### src/pik_consts.svh
// Constants for the panel indicator and key control block
// Summary of operation
// - Controls-active lamp lit while this panel holds local operating control.
// - Pre-discharge lamp lit while any releasing zone is activated, not yet discharging.
// - Discharge lamp lit while any releasing zone is discharging agent.
// - Manual release forces immediate agent release, bypassing delay and abort.
// - Fire lamp flashes unacknowledged, steady after acknowledge, held until cleared and reset.
// - Pre-alarm lamp flashes then steady; action type also needs a reset.
// - Security lamp flashes then steady; off only after clearing and reset.
// - Supervisory lamp flashes then steady; latching inputs also need a reset.
// - Trouble lamp flashes then steady; off when trouble clears, no reset.
// - Silenced lamp steady after silence, flashes when partly silenced, off on reset/drill.
// - Point-disabled lamp lit while any device is disabled.
// - Acknowledge silences sounder, steadies flashing lamps, logs acknowledge message.
// - Acknowledge also commands remote annunciators to silence their sounders.
// - With several events, display steps every 3 s or on acknowledge.
// - Local control 0 ignores acknowledge and keeps the sounder silent.
// - Silence key stops sounder and silenceable circuits, lights lamp, logs message.
// - Local control 0 or 2 ignores the silence and drill keys.
// - Reset key clears active inputs, interrupts resettable power, logs message.
// - Reset detaches the panel from the network for 60 s.
// - Conditions still present after reset reactivate circuits, outputs and indicators.
// - Reset re-sounds the sounder for troubles but does not re-flash their lamp; local control 0 ignores reset.
// - Drill held 2 s turns on silenceable circuits, clears silenced lamp, logs evacuate.
// - Lamp test lights everything and sounds; beyond 5 s shows software revisions.
`ifndef PIK_CONSTS_SVH
`define PIK_CONSTS_SVH
`define PIK_CLK_HZ 125000000
`define PIK_CYC_PER_MS (`PIK_CLK_HZ / 1000)
`define PIK_SCROLL_MS 3000
`define PIK_DECOUPLE_MS 60000
`define PIK_DRILL_HOLD_MS 2000
`define PIK_LAMP_REV_MS 5000
`define PIK_BLINK_HALF_MS 500
`define PIK_DEBOUNCE_MS 20
`define PIK_POWER_OFF_MS 1000
`define PIK_ADDR_CTRL 8'h00
`define PIK_ADDR_STATUS 8'h04
`define PIK_ADDR_LOG 8'h08
`define PIK_CTRL_LC_RESET 2'h3
`define PIK_LC_NONE 2'h0
`define PIK_LC_PARTIAL 2'h2
`define PIK_CAT_FIRE 0
`define PIK_CAT_PRE 1
`define PIK_CAT_SEC 2
`define PIK_CAT_SUP 3
`define PIK_CAT_TRB 4
`endif

### src/pik_pkg.sv
// Types shared by the panel indicator and key control block
package pik_pkg;
    typedef enum logic [3:0] {
        PIK_LOG_NONE = 4'h0,
        PIK_LOG_ACK = 4'h1,
        PIK_LOG_SILENCE = 4'h2,
        PIK_LOG_RESET = 4'h4,
        PIK_LOG_EVAC = 4'h8
    } pik_log_e;

    typedef struct packed {
        logic ack;
        logic silence;
        logic sysReset;
        logic drill;
        logic lampTest;
    } pik_keys_s;

    typedef struct packed {
        logic holdsControl;
        logic acPower;
        logic abortActive;
        logic fireCond;
        logic preAlarmCond;
        logic preAlarmAction;
        logic securityCond;
        logic supervisoryCond;
        logic supervisoryLatching;
        logic troubleCond;
        logic disabledAny;
        logic partialSilence;
        logic multiEvents;
    } pik_status_s;

    typedef struct packed {
        logic controlsActive;
        logic power;
        logic preDischarge;
        logic discharge;
        logic abortActive;
        logic fireAlarm;
        logic preAlarm;
        logic security;
        logic supervisory;
        logic trouble;
        logic silenced;
        logic pointDisabled;
    } pik_lamps_s;
endpackage

### src/pik_panel_control.sv
// Front panel lamps, control keys and key actions
//
// The register addresses and strobed register access were left to the implementer.
`timescale 1ns/1ps
`include "pik_consts.svh"
module pik_panel_control #(
    parameter int ZONES = 4,
    parameter longint unsigned SCROLL_CYC = `PIK_SCROLL_MS * `PIK_CYC_PER_MS,
    parameter longint unsigned DECOUPLE_CYC = 64'(`PIK_DECOUPLE_MS) * `PIK_CYC_PER_MS,
    parameter longint unsigned DRILL_CYC = `PIK_DRILL_HOLD_MS * `PIK_CYC_PER_MS,
    parameter longint unsigned LAMP_REV_CYC = `PIK_LAMP_REV_MS * `PIK_CYC_PER_MS,
    parameter longint unsigned BLINK_CYC = `PIK_BLINK_HALF_MS * `PIK_CYC_PER_MS,
    parameter longint unsigned DEBOUNCE_CYC = `PIK_DEBOUNCE_MS * `PIK_CYC_PER_MS,
    parameter longint unsigned POWER_OFF_CYC = `PIK_POWER_OFF_MS * `PIK_CYC_PER_MS
) (
    input wire logic clock,
    input wire logic resetn,
    input wire pik_pkg::pik_keys_s keyPins,
    input wire logic manualReleasePin,
    input wire pik_pkg::pik_status_s status,
    input wire logic [ZONES-1:0] preDischargeZones,
    input wire logic [ZONES-1:0] dischargeZones,
    input wire logic [7:0] regAddr,
    input wire logic [31:0] regWrData,
    input wire logic regWr,
    input wire logic regRd,
    output logic [31:0] regRdData,
    output pik_pkg::pik_lamps_s lamps,
    output logic sounder,
    output logic silenceableOn,
    output logic resettablePowerOff,
    output logic netDecouple,
    output logic annunSilenceCmd,
    output logic logValid,
    output pik_pkg::pik_log_e logCode,
    output logic scrollNext,
    output logic releaseNow,
    output logic displayAllOn,
    output logic showRevision
);
    if (ZONES < 1 || ZONES > 32 || SCROLL_CYC < 2 || DECOUPLE_CYC < 2 || DRILL_CYC < 2 ||
        LAMP_REV_CYC < 2 || BLINK_CYC < 2 || DEBOUNCE_CYC < 2 || POWER_OFF_CYC < 2 ||
        DECOUPLE_CYC >= 64'h100_0000_0000) begin : gParamCheck
        $error("pik_panel_control: unsupported parameter value");
    end

    localparam int NK = 5;
    localparam int NC = 5;
    logic [1:0] rstSync_q;
    logic rstn;
    always_ff @(posedge clock or negedge resetn) begin
        if (!resetn) begin
            rstSync_q <= 2'h0;
        end else begin
            rstSync_q <= {rstSync_q[0], 1'b1};
        end
    end
    assign rstn = rstSync_q[1];

    // Registers
    logic [1:0] localCtrl_q;
    pik_pkg::pik_log_e lastLog_q;
    always_ff @(posedge clock or negedge rstn) begin
        if (!rstn) begin
            localCtrl_q <= `PIK_CTRL_LC_RESET;
        end else if (regWr && regAddr == `PIK_ADDR_CTRL) begin
            localCtrl_q <= regWrData[1:0];
        end
    end

    // Blink source shared by every flashing lamp
    logic [39:0] blinkCnt_q;
    logic blink_q;
    always_ff @(posedge clock or negedge rstn) begin
        if (!rstn) begin
            blinkCnt_q <= 40'h0;
            blink_q <= 1'b0;
        end else if (blinkCnt_q == 40'(BLINK_CYC - 1)) begin
            blinkCnt_q <= 40'h0;
            blink_q <= ~blink_q;
        end else begin
            blinkCnt_q <= blinkCnt_q + 40'h1;
        end
    end

    // Key synchronisers and debouncers
    logic [NK-1:0] keyRaw;
    logic [NK-1:0] keyMeta_q;
    logic [NK-1:0] keySync_q;
    logic [NK-1:0] keyStable_q;
    logic [NK-1:0] keyPress_q;
    assign keyRaw = keyPins;
    genvar k;
    generate
        for (k = 0; k < NK; k++) begin : gKey
            logic [39:0] dbCnt_q;
            always_ff @(posedge clock or negedge rstn) begin
                if (!rstn) begin
                    keyMeta_q[k] <= 1'b0;
                    keySync_q[k] <= 1'b0;
                end else begin
                    keyMeta_q[k] <= keyRaw[k];
                    keySync_q[k] <= keyMeta_q[k];
                end
            end
            always_ff @(posedge clock or negedge rstn) begin
                if (!rstn) begin
                    dbCnt_q <= 40'h0;
                    keyStable_q[k] <= 1'b0;
                    keyPress_q[k] <= 1'b0;
                end else if (keySync_q[k] == keyStable_q[k]) begin
                    dbCnt_q <= 40'h0;
                    keyPress_q[k] <= 1'b0;
                end else if (dbCnt_q == 40'(DEBOUNCE_CYC - 1)) begin
                    dbCnt_q <= 40'h0;
                    keyStable_q[k] <= keySync_q[k];
                    keyPress_q[k] <= keySync_q[k];
                end else begin
                    dbCnt_q <= dbCnt_q + 40'h1;
                    keyPress_q[k] <= 1'b0;
                end
            end
        end
    endgenerate

    // Struct field order: ack, silence, sysReset, drill, lampTest
    logic lcNone;
    logic lcPartial;
    logic ackDo;
    logic silenceDo;
    logic resetDo;
    logic drillDo;
    logic lampTestHeld;
    assign lcNone = localCtrl_q == `PIK_LC_NONE;
    assign lcPartial = localCtrl_q == `PIK_LC_PARTIAL;
    assign ackDo = keyPress_q[4] && !lcNone;
    assign silenceDo = keyPress_q[3] && !lcNone && !lcPartial;
    assign resetDo = keyPress_q[2] && !lcNone;
    assign lampTestHeld = keyStable_q[0];

    // Hold timers for drill and lamp test
    logic [39:0] drillCnt_q;
    logic drillFired_q;
    logic [39:0] lampCnt_q;
    assign drillDo = keyStable_q[1] && !drillFired_q && drillCnt_q == 40'(DRILL_CYC - 1) &&
                     !lcNone && !lcPartial;
    always_ff @(posedge clock or negedge rstn) begin
        if (!rstn) begin
            drillCnt_q <= 40'h0;
            drillFired_q <= 1'b0;
        end else if (!keyStable_q[1]) begin
            drillCnt_q <= 40'h0;
            drillFired_q <= 1'b0;
        end else if (drillCnt_q == 40'(DRILL_CYC - 1)) begin
            drillFired_q <= 1'b1;
        end else begin
            drillCnt_q <= drillCnt_q + 40'h1;
        end
    end
    always_ff @(posedge clock or negedge rstn) begin
        if (!rstn) begin
            lampCnt_q <= 40'h0;
        end else if (!lampTestHeld) begin
            lampCnt_q <= 40'h0;
        end else if (lampCnt_q != 40'(LAMP_REV_CYC)) begin
            lampCnt_q <= lampCnt_q + 40'h1;
        end
    end

    // Alarm categories: fire, pre-alarm, security, supervisory, trouble
    logic [NC-1:0] condVec;
    logic [NC-1:0] latchMode;
    logic [NC-1:0] condPrev_q;
    logic [NC-1:0] latched_q;
    logic [NC-1:0] unack_q;
    logic [NC-1:0] catLamp;
    logic [NC-1:0] rise;
    assign condVec = {status.troubleCond, status.supervisoryCond, status.securityCond,
                      status.preAlarmCond, status.fireCond};
    // Troubles never latch; they clear with their condition
    assign latchMode = {1'b0, status.supervisoryLatching, 1'b1, status.preAlarmAction, 1'b1};
    genvar c;
    generate
        for (c = 0; c < NC; c++) begin : gCat
            assign rise[c] = condVec[c] && !condPrev_q[c];
            always_ff @(posedge clock or negedge rstn) begin
                if (!rstn) begin
                    condPrev_q[c] <= 1'b0;
                    latched_q[c] <= 1'b0;
                    unack_q[c] <= 1'b0;
                end else begin
                    condPrev_q[c] <= condVec[c];
                    // Set wins over the clear of a reset in the same cycle
                    if (condVec[c] && latchMode[c]) begin
                        latched_q[c] <= 1'b1;
                    end else if (resetDo) begin
                        latched_q[c] <= 1'b0;
                    end
                    if (rise[c] || (resetDo && condVec[c] && c != `PIK_CAT_TRB)) begin
                        unack_q[c] <= 1'b1;
                    end else if (ackDo) begin
                        unack_q[c] <= 1'b0;
                    end
                end
            end
            assign catLamp[c] = (condVec[c] || latched_q[c]) && (!unack_q[c] || blink_q);
        end
    endgenerate

    // Sounder and silenceable circuits
    logic sound_q;
    logic nac_q;
    logic silenced_q;
    logic reactivate;
    assign reactivate = resetDo && (|condVec);
    always_ff @(posedge clock or negedge rstn) begin
        if (!rstn) begin
            sound_q <= 1'b0;
        end else if (|rise[3:0] || rise[4] || reactivate) begin
            sound_q <= 1'b1;
        end else if (ackDo || silenceDo) begin
            sound_q <= 1'b0;
        end
    end
    always_ff @(posedge clock or negedge rstn) begin
        if (!rstn) begin
            nac_q <= 1'b0;
        end else if (rise[`PIK_CAT_FIRE] || drillDo || (resetDo && condVec[`PIK_CAT_FIRE])) begin
            nac_q <= 1'b1;
        end else if (silenceDo || resetDo) begin
            nac_q <= 1'b0;
        end
    end
    always_ff @(posedge clock or negedge rstn) begin
        if (!rstn) begin
            silenced_q <= 1'b0;
        end else if (resetDo || drillDo) begin
            silenced_q <= 1'b0;
        end else if (silenceDo) begin
            silenced_q <= 1'b1;
        end
    end

    // Event outputs: log, annunciator command, resettable power, network decouple
    logic [39:0] powerCnt_q;
    logic [39:0] decoupleCnt_q;
    always_ff @(posedge clock or negedge rstn) begin
        if (!rstn) begin
            logValid <= 1'b0;
            logCode <= pik_pkg::PIK_LOG_NONE;
            annunSilenceCmd <= 1'b0;
        end else begin
            logValid <= resetDo || silenceDo || ackDo || drillDo;
            annunSilenceCmd <= ackDo;
            if (resetDo) begin
                logCode <= pik_pkg::PIK_LOG_RESET;
            end else if (silenceDo) begin
                logCode <= pik_pkg::PIK_LOG_SILENCE;
            end else if (ackDo) begin
                logCode <= pik_pkg::PIK_LOG_ACK;
            end else if (drillDo) begin
                logCode <= pik_pkg::PIK_LOG_EVAC;
            end
        end
    end
    always_ff @(posedge clock or negedge rstn) begin
        if (!rstn) begin
            lastLog_q <= pik_pkg::PIK_LOG_NONE;
        end else if (logValid) begin
            lastLog_q <= logCode;
        end
    end
    always_ff @(posedge clock or negedge rstn) begin
        if (!rstn) begin
            powerCnt_q <= 40'h0;
            resettablePowerOff <= 1'b0;
        end else if (resetDo) begin
            powerCnt_q <= 40'(POWER_OFF_CYC - 1);
            resettablePowerOff <= 1'b1;
        end else if (powerCnt_q != 40'h0) begin
            powerCnt_q <= powerCnt_q - 40'h1;
        end else begin
            resettablePowerOff <= 1'b0;
        end
    end
    always_ff @(posedge clock or negedge rstn) begin
        if (!rstn) begin
            decoupleCnt_q <= 40'h0;
            netDecouple <= 1'b0;
        end else if (resetDo) begin
            decoupleCnt_q <= 40'(DECOUPLE_CYC - 1);
            netDecouple <= 1'b1;
        end else if (decoupleCnt_q != 40'h0) begin
            decoupleCnt_q <= decoupleCnt_q - 40'h1;
        end else begin
            netDecouple <= 1'b0;
        end
    end

    // Display scroll timer, restarted by each acknowledge
    logic [39:0] scrollCnt_q;
    always_ff @(posedge clock or negedge rstn) begin
        if (!rstn) begin
            scrollCnt_q <= 40'h0;
            scrollNext <= 1'b0;
        end else if (!status.multiEvents) begin
            scrollCnt_q <= 40'h0;
            scrollNext <= 1'b0;
        end else if (ackDo || scrollCnt_q == 40'(SCROLL_CYC - 1)) begin
            scrollCnt_q <= 40'h0;
            scrollNext <= 1'b1;
        end else begin
            scrollCnt_q <= scrollCnt_q + 40'h1;
            scrollNext <= 1'b0;
        end
    end

    // Lamp, sounder and release outputs
    logic manMeta_q;
    logic manSync_q;
    always_ff @(posedge clock or negedge rstn) begin
        if (!rstn) begin
            manMeta_q <= 1'b0;
            manSync_q <= 1'b0;
        end else begin
            manMeta_q <= manualReleasePin;
            manSync_q <= manMeta_q;
        end
    end
    pik_pkg::pik_lamps_s lampsD;
    always_comb begin
        lampsD.controlsActive = status.holdsControl;
        lampsD.power = status.acPower;
        lampsD.preDischarge = |preDischargeZones;
        lampsD.discharge = |dischargeZones;
        lampsD.abortActive = status.abortActive;
        lampsD.fireAlarm = catLamp[`PIK_CAT_FIRE];
        lampsD.preAlarm = catLamp[`PIK_CAT_PRE];
        lampsD.security = catLamp[`PIK_CAT_SEC];
        lampsD.supervisory = catLamp[`PIK_CAT_SUP];
        lampsD.trouble = catLamp[`PIK_CAT_TRB];
        lampsD.silenced = silenced_q && (!status.partialSilence || blink_q);
        lampsD.pointDisabled = status.disabledAny;
        if (lampTestHeld) begin
            lampsD = '1;
        end
    end
    always_ff @(posedge clock or negedge rstn) begin
        if (!rstn) begin
            lamps <= '0;
            sounder <= 1'b0;
            silenceableOn <= 1'b0;
            releaseNow <= 1'b0;
            displayAllOn <= 1'b0;
            showRevision <= 1'b0;
        end else begin
            lamps <= lampsD;
            // Piezo stays silent under no-control even during lamp test
            sounder <= (sound_q || lampTestHeld) && !lcNone;
            silenceableOn <= nac_q;
            // Manual release ignores the abort input and the delay
            releaseNow <= manSync_q || (|dischargeZones);
            displayAllOn <= lampTestHeld && lampCnt_q != 40'(LAMP_REV_CYC);
            showRevision <= lampTestHeld && lampCnt_q == 40'(LAMP_REV_CYC);
        end
    end

    // Register read port, data one cycle after the strobe
    always_ff @(posedge clock or negedge rstn) begin
        if (!rstn) begin
            regRdData <= 32'h0;
        end else if (!regRd) begin
            regRdData <= 32'h0;
        end else if (regAddr == `PIK_ADDR_CTRL) begin
            regRdData <= {30'h0, localCtrl_q};
        end else if (regAddr == `PIK_ADDR_STATUS) begin
            regRdData <= {11'h0, netDecouple, resettablePowerOff, nac_q, sound_q, unack_q, lamps};
        end else if (regAddr == `PIK_ADDR_LOG) begin
            regRdData <= {28'h0, lastLog_q};
        end else begin
            regRdData <= 32'h0;
        end
    end
endmodule

### config.mk
export PLATFORM = sky130hd
export DESIGN_NAME = pik_panel_control
export DESIGN_NICKNAME = d
export VERILOG_FILES = /design/src/pik_pkg.sv /design/src/pik_panel_control.sv
export VERILOG_INCLUDE_DIRS = /design/src /design/src/src
export SDC_FILE = /design/constraint.sdc
export NUM_CORES = 1
export LEC_CHECK = 0
export BUFFER_PORTS_ARGS = -buffer_cell sky130_fd_sc_hd__buf_2
export CORE_UTILIZATION = 56
export CTS_CLUSTER_DIAMETER = 200
export DETAILED_ROUTE_END_ITERATION = 6
export PLACE_DENSITY = 0.81
export SLEW_MARGIN = 5
export SYNTH_ARGS = -nofsm -noshare
export SYNTH_HDL_FRONTEND = slang
export SYNTH_SLANG_ARGS = --single-unit
### constraint.sdc
create_clock -name clock -period 16.2 [get_ports clock]
set_input_delay 3.24 -clock clock [delete_from_list [all_inputs] [get_ports clock]]
set_output_delay 3.24 -clock clock [all_outputs]
set_load 0.005 [all_outputs]
-- After elaboration in Yosys (flattened, before gate mapping)
Index checks and enable logic that the tools add are counted.
- $add $sub $neg: 11
- eq/ne operators: 23
- mux-type cells: 61
- bitwise logic cells: 6
- reductions and logical operators: 98
- operators by type and width (cell ; number):
    $mux 40 ; 21
    $add 40x1->40 const B ; 9
    $eq 40x22->1 const B ; 5
    $reduce_bool 40->1 ; 2
    $sub 40x1->40 const B ; 2
    $mux 21 ; 3
    $eq 40x26->1 const B ; 1
    $eq 40x28->1 const B ; 1
    $eq 40x29->1 const B ; 1
    $eq 40x30->1 const B ; 1
    $ne 40x30->1 const B ; 1
    $mux 1 ; 31
    $logic_and 1x1->1 ; 30
    $reduce_bool 2->1 ; 14
    $logic_or 1x1->1 ; 26
    $mux 4 ; 5
    $logic_not 1->1 ; 14
    $mux 12 ; 1
    $reduce_or 4->1 ; 3
    $reduce_and 2->1 ; 5
    $eq 8x3->1 const B ; 1
    $eq 8x4->1 const B ; 1
    $logic_not 8->1 ; 1
    $ne 2x2->1 const B ; 3
    7 further kinds ; 17
- register bits after elaboration: 545
- input port bits: 71
- output and inout bits: 58
- word-level logic and storage cells: 276

-- Depth between registers and ports, before layout
Gate-level depths: netlist (run 1).
- depth in word-level cells: 9
- mapped depth: 9
- gate-level depth less buffers: 7

-- Worst setup path before layout (run 1)
OpenSTA, ideal clock, no wires.
- path type: input -> register
- from: in regAddr[5]
- to: reg regRdData[10]
- setup time: 66 ps
- arrival: 4653 ps
- required time: 16134 ps
- slack: 11481 ps
- cell stages on the path: 6
- buffers on the path: 2
- cell sequence: or4_1 > nor3_1 > and3_1 > clkbuf_1 > clkbuf_1 > and2_1
- cells in the longest elaborated chain, start to end: 4
- elaborated cells between the ends (all ways): 5
- those cells by class: eq/ne: 1; mux: 3; reduce/logical: 1
- ends and longest elaborated chain (item ; line ; source):
    start, declared ; pik_panel_control.sv:23 ; input wire logic [7:0] regAddr,
    $eq 8x3->1 (no line) ; -- ;
    $mux 21 ; pik_panel_control.sv:376 ; end else if (regAddr == `PIK_ADDR_STATUS) begin
    $mux 21 (*) ; pik_panel_control.sv:374 ; end else if (regAddr == `PIK_ADDR_CTRL) begin
    $mux 21 (*) ; pik_panel_control.sv:372 ; end else if (!regRd) begin
    end signal, assigned ; pik_panel_control.sv:375 ; regRdData <= {30'h0, localCtrl_q};
    end signal, assigned ; pik_panel_control.sv:377 ; regRdData <= {11'h0, netDecouple, resettablePowerOff, nac_q, sound_q, unack_q, lamps};
    end signal, assigned ; pik_panel_control.sv:379 ; regRdData <= {28'h0, lastLog_q};
    end, declared ; pik_panel_control.sv:27 ; output logic [31:0] regRdData,
Mark *: on every way between the ends. The rest lies on a longest branch, timed or not.
A chain may end at the register's enable or synchronous reset.

-- Worst setup path after layout (run 1)
- from: in regAddr[5]
- to: reg regRdData[13]
The elaborated chain is that of the path after synthesis.

==> impl_metrics.tcl, run 1 <==
set metrics [dict create \
    vdd_ir_drop_max_v 0.0000843 \
    ctsResizeCount 0 \
    pwr-share-clk_pct 48.3 \
    r2r_cells 5 \
    synth-seq-cells 534 \
    p_sw_share_pct 21.4 \
    wl_per_cell_um 16.5 \
    area_growth_pct 11.4 \
    intPower_mw 2.13 \
    hold_viol 0 \
    place_ws_ns 10.87 \
    fin_nets 2833 \
    drt_iter0_markers 1887 \
    drt_first_pass_iters 7 \
    worst_slack_ns 11.46 \
    drive_above_1_share_pct 8.84 \
    wl_mm 56.1 \
    hold_path.class "register to async pin" \
    critPathLaunchType "input pin" \
    vias 20500 \
    core_area_um2 45400 \
    clockBufferDepth 3 \
    grt_usage_pct 24.2 \
    antenna_found_initial 2 \
    power.density_nw_per_um2 94.4 \
    regToRegStartpoint "powerCnt_q[24]" \
    max_clock_freq_mhz 211 \
    synth_area_um2 25800 \
    rsz0062_at_grt "false" \
    skew_ns 0.0277 \
    finalSetupViolCount 0 \
    endpoint_kind "register" \
    syn-instance-count 2675 \
    cts_htree_levels 2 \
    relSlewSlack_pct 16.1 \
    cts_made_buffers 54 \
    overflow 0 \
    dieArea_um2 47000 \
    power_mw 2.71 \
    initial_core_util_pct 56.9 \
    clock-root-buffer "clkbuf_16" \
    avgSynthCellArea_um2 9.65 \
    synth_area_leaders "dfrtp_1, xor2_1, nor2_1" \
    grt_pass1_vias 20200 \
    holdBufCountCts 0 \
    worst_pin_slew_ns 1.25 \
    clock_latency_ns 0.61 \
    ff2ff_setup_slack_ns 12.78 \
    ys_types 64 \
    cts_setup_buffers 0 \
    yosysWarnings 0 \
    place_congestion 0.877 \
    power_switching_uw 580 \
    ys.flop_type "dfrtp_1" \
    cts_tree "done" \
    grt_pass1_wl_mm 96.1 \
    p_comb_share_pct 2.0 \
    final.setup.tns_ns 0 \
    viasPerCell 6.03 \
    synth-edff-count 0 \
    drc 0 \
    fp.dieW_um 217 \
    synthArstFlopShare_pct 100 \
    r2r-end "powerCnt_q[21]" \
    yosysTopAreaCell "dfrtp_1" \
    io_pins 129 \
    die_y_um 217 \
    dp.cells 3292 \
    outcome "finished clean" \
    grt_max_degree 192 \
    clk_pin_slew_ns 0.06 \
    p_leak_nw 11.6 \
    maxSlewViolCount 0 \
    min_period_ns 4.74 \
    rows 78 \
    synth_top_area_share_pct 51.6 \
    min_period_over_period_pct 29.2 \
    dp_hpwl_mm 36.4 \
    ant_nets 0 \
    hold_slack_ns 0.302 \
    drv_cap 0 \
    clock_sinks 534 \
    critPathRequiredTime_ns 16.73 \
    synth_seq_area_share_pct 51.8 \
    fin_cells 3395 \
    cp.arrival_ns 5.27 \
    critPathKind "input pin to register" \
    sequentialPowerShare_pct 49.7 \
    port_buffers 87 \
    n_fill_cell 3483 \
    crit_fanout 17 \
]
==> logic make-up (layout without fill, tap and decap cells) <==
group / after synthesis / count (layout) / share of synthesized area (%)
compound gates: 265 / 265 / 5.95
xor+xnor: 294 / 294 / 9.98
fa+ha+maj: 14 / 14 / 0.679
buf+inv: 166 / 274 / 2.59
flops: 534 / 534 / 51.8
mux: 25 / 25 / 1.01
other cells: 2 / 14 / 0.0291
simple gates: 1375 / 1375 / 28.0
==> worst max-delay path, stage by stage <==
cell    delay, ns
buf_2        0.09
or4_1        0.52
nor3_1       0.30
and3_1       0.87
and2_1       0.24
==> worst max-delay path by stage <==
stage                  from               to  cells past startpoint
6_report         regAddr[5]    regRdData[13]                      5
5_1_grt          regAddr[5]     regRdData[4]                      5
4_1_cts          regAddr[5]     regRdData[4]                      5
3_5_place_dp     regAddr[5]     regRdData[4]                      5
3_3_place_gp     regAddr[5]    regRdData[12]                      5
2_1_floorplan  rstSync_q[1]  annunSilenceCmd                      0
==> layout make-up <==
class / count / area, um^2 / area share, %
multi-input cells: 1985 / 11900 / 41.4
inverters: 61 / 229 / 0.796
clock inverters: 23 / 305 / 1.06
clock buffers: 78 / 1560 / 5.43
flip-flops and latches: 534 / 13400 / 46.5
repair buffers: 112 / 648 / 2.25
diodes: 2 / 5.00 / 0.0174
well taps: 600 / 751 / 2.61
==> synth_stat cells (6+ instances only) <==
| library cell | count |
|---|---|
| dfrtp_1 | 532 |
| nor2_1 | 364 |
| xor2_1 | 182 |
| nand2_1 | 170 |
| nand4_1 | 170 |
| nand3_1 | 169 |
| xnor2_1 | 112 |
| nor4_1 | 96 |
| o21ai_0 | 93 |
| a21oi_1 | 91 |
| or3_1 | 86 |
| clkbuf_1 | 83 |
| nor3_1 | 74 |
| inv_1 | 59 |
| or4_1 | 50 |
| and2_1 | 42 |
| and3_1 | 41 |
| o31ai_1 | 35 |
| and4_1 | 34 |
| or2_2 | 18 |
| mux2i_1 | 16 |
| nor4b_1 | 15 |
| ha_1 | 14 |
| buf_4 | 11 |
| nand2b_1 | 11 |
| mux2_2 | 9 |
| nor4bb_1 | 9 |
| buf_1 | 8 |
| nand4b_1 | 7 |
| a31oi_1 | 6 |
| nor2b_1 | 6 |
==> layout by cell type, fill, tap and decap left out, types with 7 or more instances in the layout <==
cell,netlist,layout
dfrtp_1,532,531
nor2_1,364,364
xor2_1,182,182
nand4_1,170,170
nand2_1,170,169
nand3_1,169,169
xnor2_1,112,112
o21ai_0,93,93
a21oi_1,91,91
nor4_1,96,90
buf_2,1,87
or3_1,86,86
nor3_1,74,73
inv_1,59,59
clkbuf_16,0,55
or4_1,50,50
and2_1,42,42
and3_1,41,41
o31ai_1,35,35
and4_1,34,34
buf_4,11,23
or2_2,18,18
mux2i_1,16,16
nor4b_1,15,14
ha_1,14,14
clkbuf_1,83,13
conb_1,2,12
nand2b_1,11,11
clkinv_2,0,11
clkbuf_8,0,10
nor4bb_1,9,9
mux2_2,9,9
nand4b_1,7,7
bufinv_16,0,7
==> flip-flops by register name, indices dropped and copies added, names as in the netlist, 5 cells and up <==
name	count
regRdData	21
decoupleCnt_q	40
gKey.dbCnt_q	200
drillCnt_q	40
keySync_q	5
condPrev_q	5
keyMeta_q	5
blinkCnt_q	40
lamps	12
scrollCnt_q	40
powerCnt_q	40
unack_q	5
lampCnt_q	40
==> power groups by stage <==
stage                     registers [mW]  clock network [mW]  logic [mW]
after floorplan                     1.39                   0      0.0203
after global placement              1.37                   0      0.0533
after detailed placement            1.37                   0      0.0547
after CTS                           1.35                1.33      0.0551
after global routing                1.35                1.39      0.0621
final                               1.35                1.31      0.0532
==> metal layers <==
layer | wire length, um | share of wire [%] | GRT usage [%] | up-vias
li1 | - | - | - | 9667
met1 | 24500 | 44 | 32.7 | 10200
met2 | 27600 | 49 | 40.5 | 543
met3 | 2870 | 5.1 | 3.71 | 97
met4 | 1140 | 2.0 | 7.18 | 2
met5 | 13 | 0.023 | 0 | -
==> stage by stage <==
| stage | instance area, um^2 | util, % |
|---|---|---|
| final | 28800 | 63.4 |
| after global routing | 28800 | 63.4 |
| after CTS | 28800 | 63.4 |
| after detailed placement | 26900 | 59.3 |
| after global placement | 26900 | 59.3 |
| after floorplan | 25800 | - |
Note: power is estimated with default switching activity, not from simulation.
==> run 2: changes to the inputs <==
==> constraint.sdc (replaced) <==
create_clock -name clock -period 4.3 [get_ports clock]
set_input_delay 0.86 -clock clock [delete_from_list [all_inputs] [get_ports clock]]
set_output_delay 0.86 -clock clock [all_outputs]
set_load 0.005 [all_outputs]
==> impl_metrics.tcl, run 2 (synthesis gave the netlist of run 1 again) <==
set metrics [dict create \
    clock-root-buffer "clkbuf_16" \
    drc 0 \
    clk_pin_slew_ns 0.06 \
    grt_max_degree 117 \
    ff2ff_setup_slack_ns 1.04 \
    final_cell_mix "dfrtp_1, nor2_1, xor2_1, nand2_1, nand4_1" \
    ant_nets 0 \
    min_period_over_period_pct 75.9 \
    fin_area_um2 28800 \
    final.setup.tns_ns 0 \
    rows 78 \
    ctsResizeCount 0 \
    io_pins 129 \
    grt_usage_pct 24.2 \
    cts_setup_buffers 0 \
    drv_cap 0 \
    grt_pass1_wl_mm 95.9 \
    area_growth_pct 11.7 \
    n_fill_cell 3515 \
    die_y_um 217 \
    dp_hpwl_mm 36.6 \
    hold_path.class "input pin to async pin" \
    port_buffers 87 \
    wl_mm 56.1 \
    seq_area_um2 13400 \
    initial_core_util_pct 56.9 \
    power.density_nw_per_um2 352 \
    placed_cell_area_um2 27000 \
    outcome "finished clean" \
    vdd_ir_drop_max_v 0.000358 \
    maxSlewViolCount 0 \
    wl_per_cell_um 16.5 \
    drt_iter0_markers 1905 \
    endpoint_kind "register" \
    worst_pin_slew_ns 1.18 \
    overflow 0 \
    grt_pass1_vias 20100 \
    hold_slack_ns 0.0404 \
    rsz0062_at_grt "false" \
    viasPerCell 6.06 \
    fin_nets 2841 \
    core_area_um2 45400 \
    r2r-end "powerCnt_q[7]" \
    relSlewSlack_pct 20.9 \
    multi_input_area_um2 11900 \
    cts_htree_levels 2 \
    cp.arrival_ns 3.69 \
    dieArea_um2 47000 \
    r2r_cells 5 \
    regToRegStartpoint "powerCnt_q[24]" \
    antenna_found_initial 2 \
    crit_fanout 16 \
    final_common_cell "dfrtp_1" \
    drt_first_pass_iters 5 \
    hold_viol 0 \
    skew_ns 0.0122 \
    clockBufferDepth 3 \
    clock_sinks 534 \
    clock_latency_ns 0.60 \
    holdBufCountCts 0 \
    vias 20600 \
    largest_reg_flops 200 \
    critPathKind "register to register" \
    fp.dieW_um 217 \
    p_leak_nw 11.7 \
    max_clock_freq_mhz 306 \
    power_mw 10.2 \
    place_congestion 0.892 \
    regMostFlops "gKey.dbCnt_q" \
    critPathRequiredTime_ns 4.73 \
    min_period_ns 3.26 \
    critPathLaunchType "register" \
    cts_made_buffers 54 \
    drive_above_1_share_pct 9.11 \
    cts_tree "done" \
    finalSetupViolCount 0 \
]
-- run 2: how the worst max path moves through the flow --
stage                      start          endpoint  slack (ns)  cells after the start
6_report          powerCnt_q[24]     powerCnt_q[7]        1.04                      5
5_1_grt        decoupleCnt_q[10]  decoupleCnt_q[9]        0.88                      6
4_1_cts           powerCnt_q[24]    powerCnt_q[34]        1.06                      5
3_5_place_dp      powerCnt_q[24]     powerCnt_q[5]        1.07                      5
3_3_place_gp      powerCnt_q[24]    powerCnt_q[34]        1.14                      5
2_1_floorplan       rstSync_q[1]   annunSilenceCmd       -0.89                      0
-- run 2: report_power, final --
part	internal [mW]	total [mW]	switching [mW]
Sequential	5.05	5.09	0.0351
Combinational	0.0500	0.203	0.153
Clock	2.92	4.87	1.95
Total	8.02	10.2	2.14
-- run 2: worst max-delay path: stages (launching register included) --
cell	delay (ns)
dfrtp_1	0.40
or4_1	0.66
or4_1	0.78
o31ai_1	0.97
or4_1	0.22
a21oi_1	0.07
-- run 2: layout make-up --
type                            instances  area share [%]
Clock buffer                           76            5.51
Multi-Input combinational cell       1985            41.2
Tap cell                              600            2.60
Inverter                               61           0.794
Sequential cell                       534            46.4
Timing Repair Buffer                  120            2.54
Clock inverter                         22           0.911
Antenna cell                            3          0.0260
-- run 2: through the flow --
stage	instances	utilization, %	setup WS (ns)
global placement	3300	59.4	1.14
CTS	3398	63.5	1.06
detailed placement	3300	59.4	1.07
finish	3401	63.5	1.04
global route	3399	63.5	0.876
floorplan	2685	-	-0.895
-- run 2: routing by layer --
metal	track usage, %	share of wire [%]	routed length (um)	vias up
li1	-	-	-	9707
met2	40.2	49	27400	563
met1	32.5	44	24500	10300
met3	3.56	5.0	2820	93
met4	8.12	2.4	1330	2
met5	0	0.023	13	-
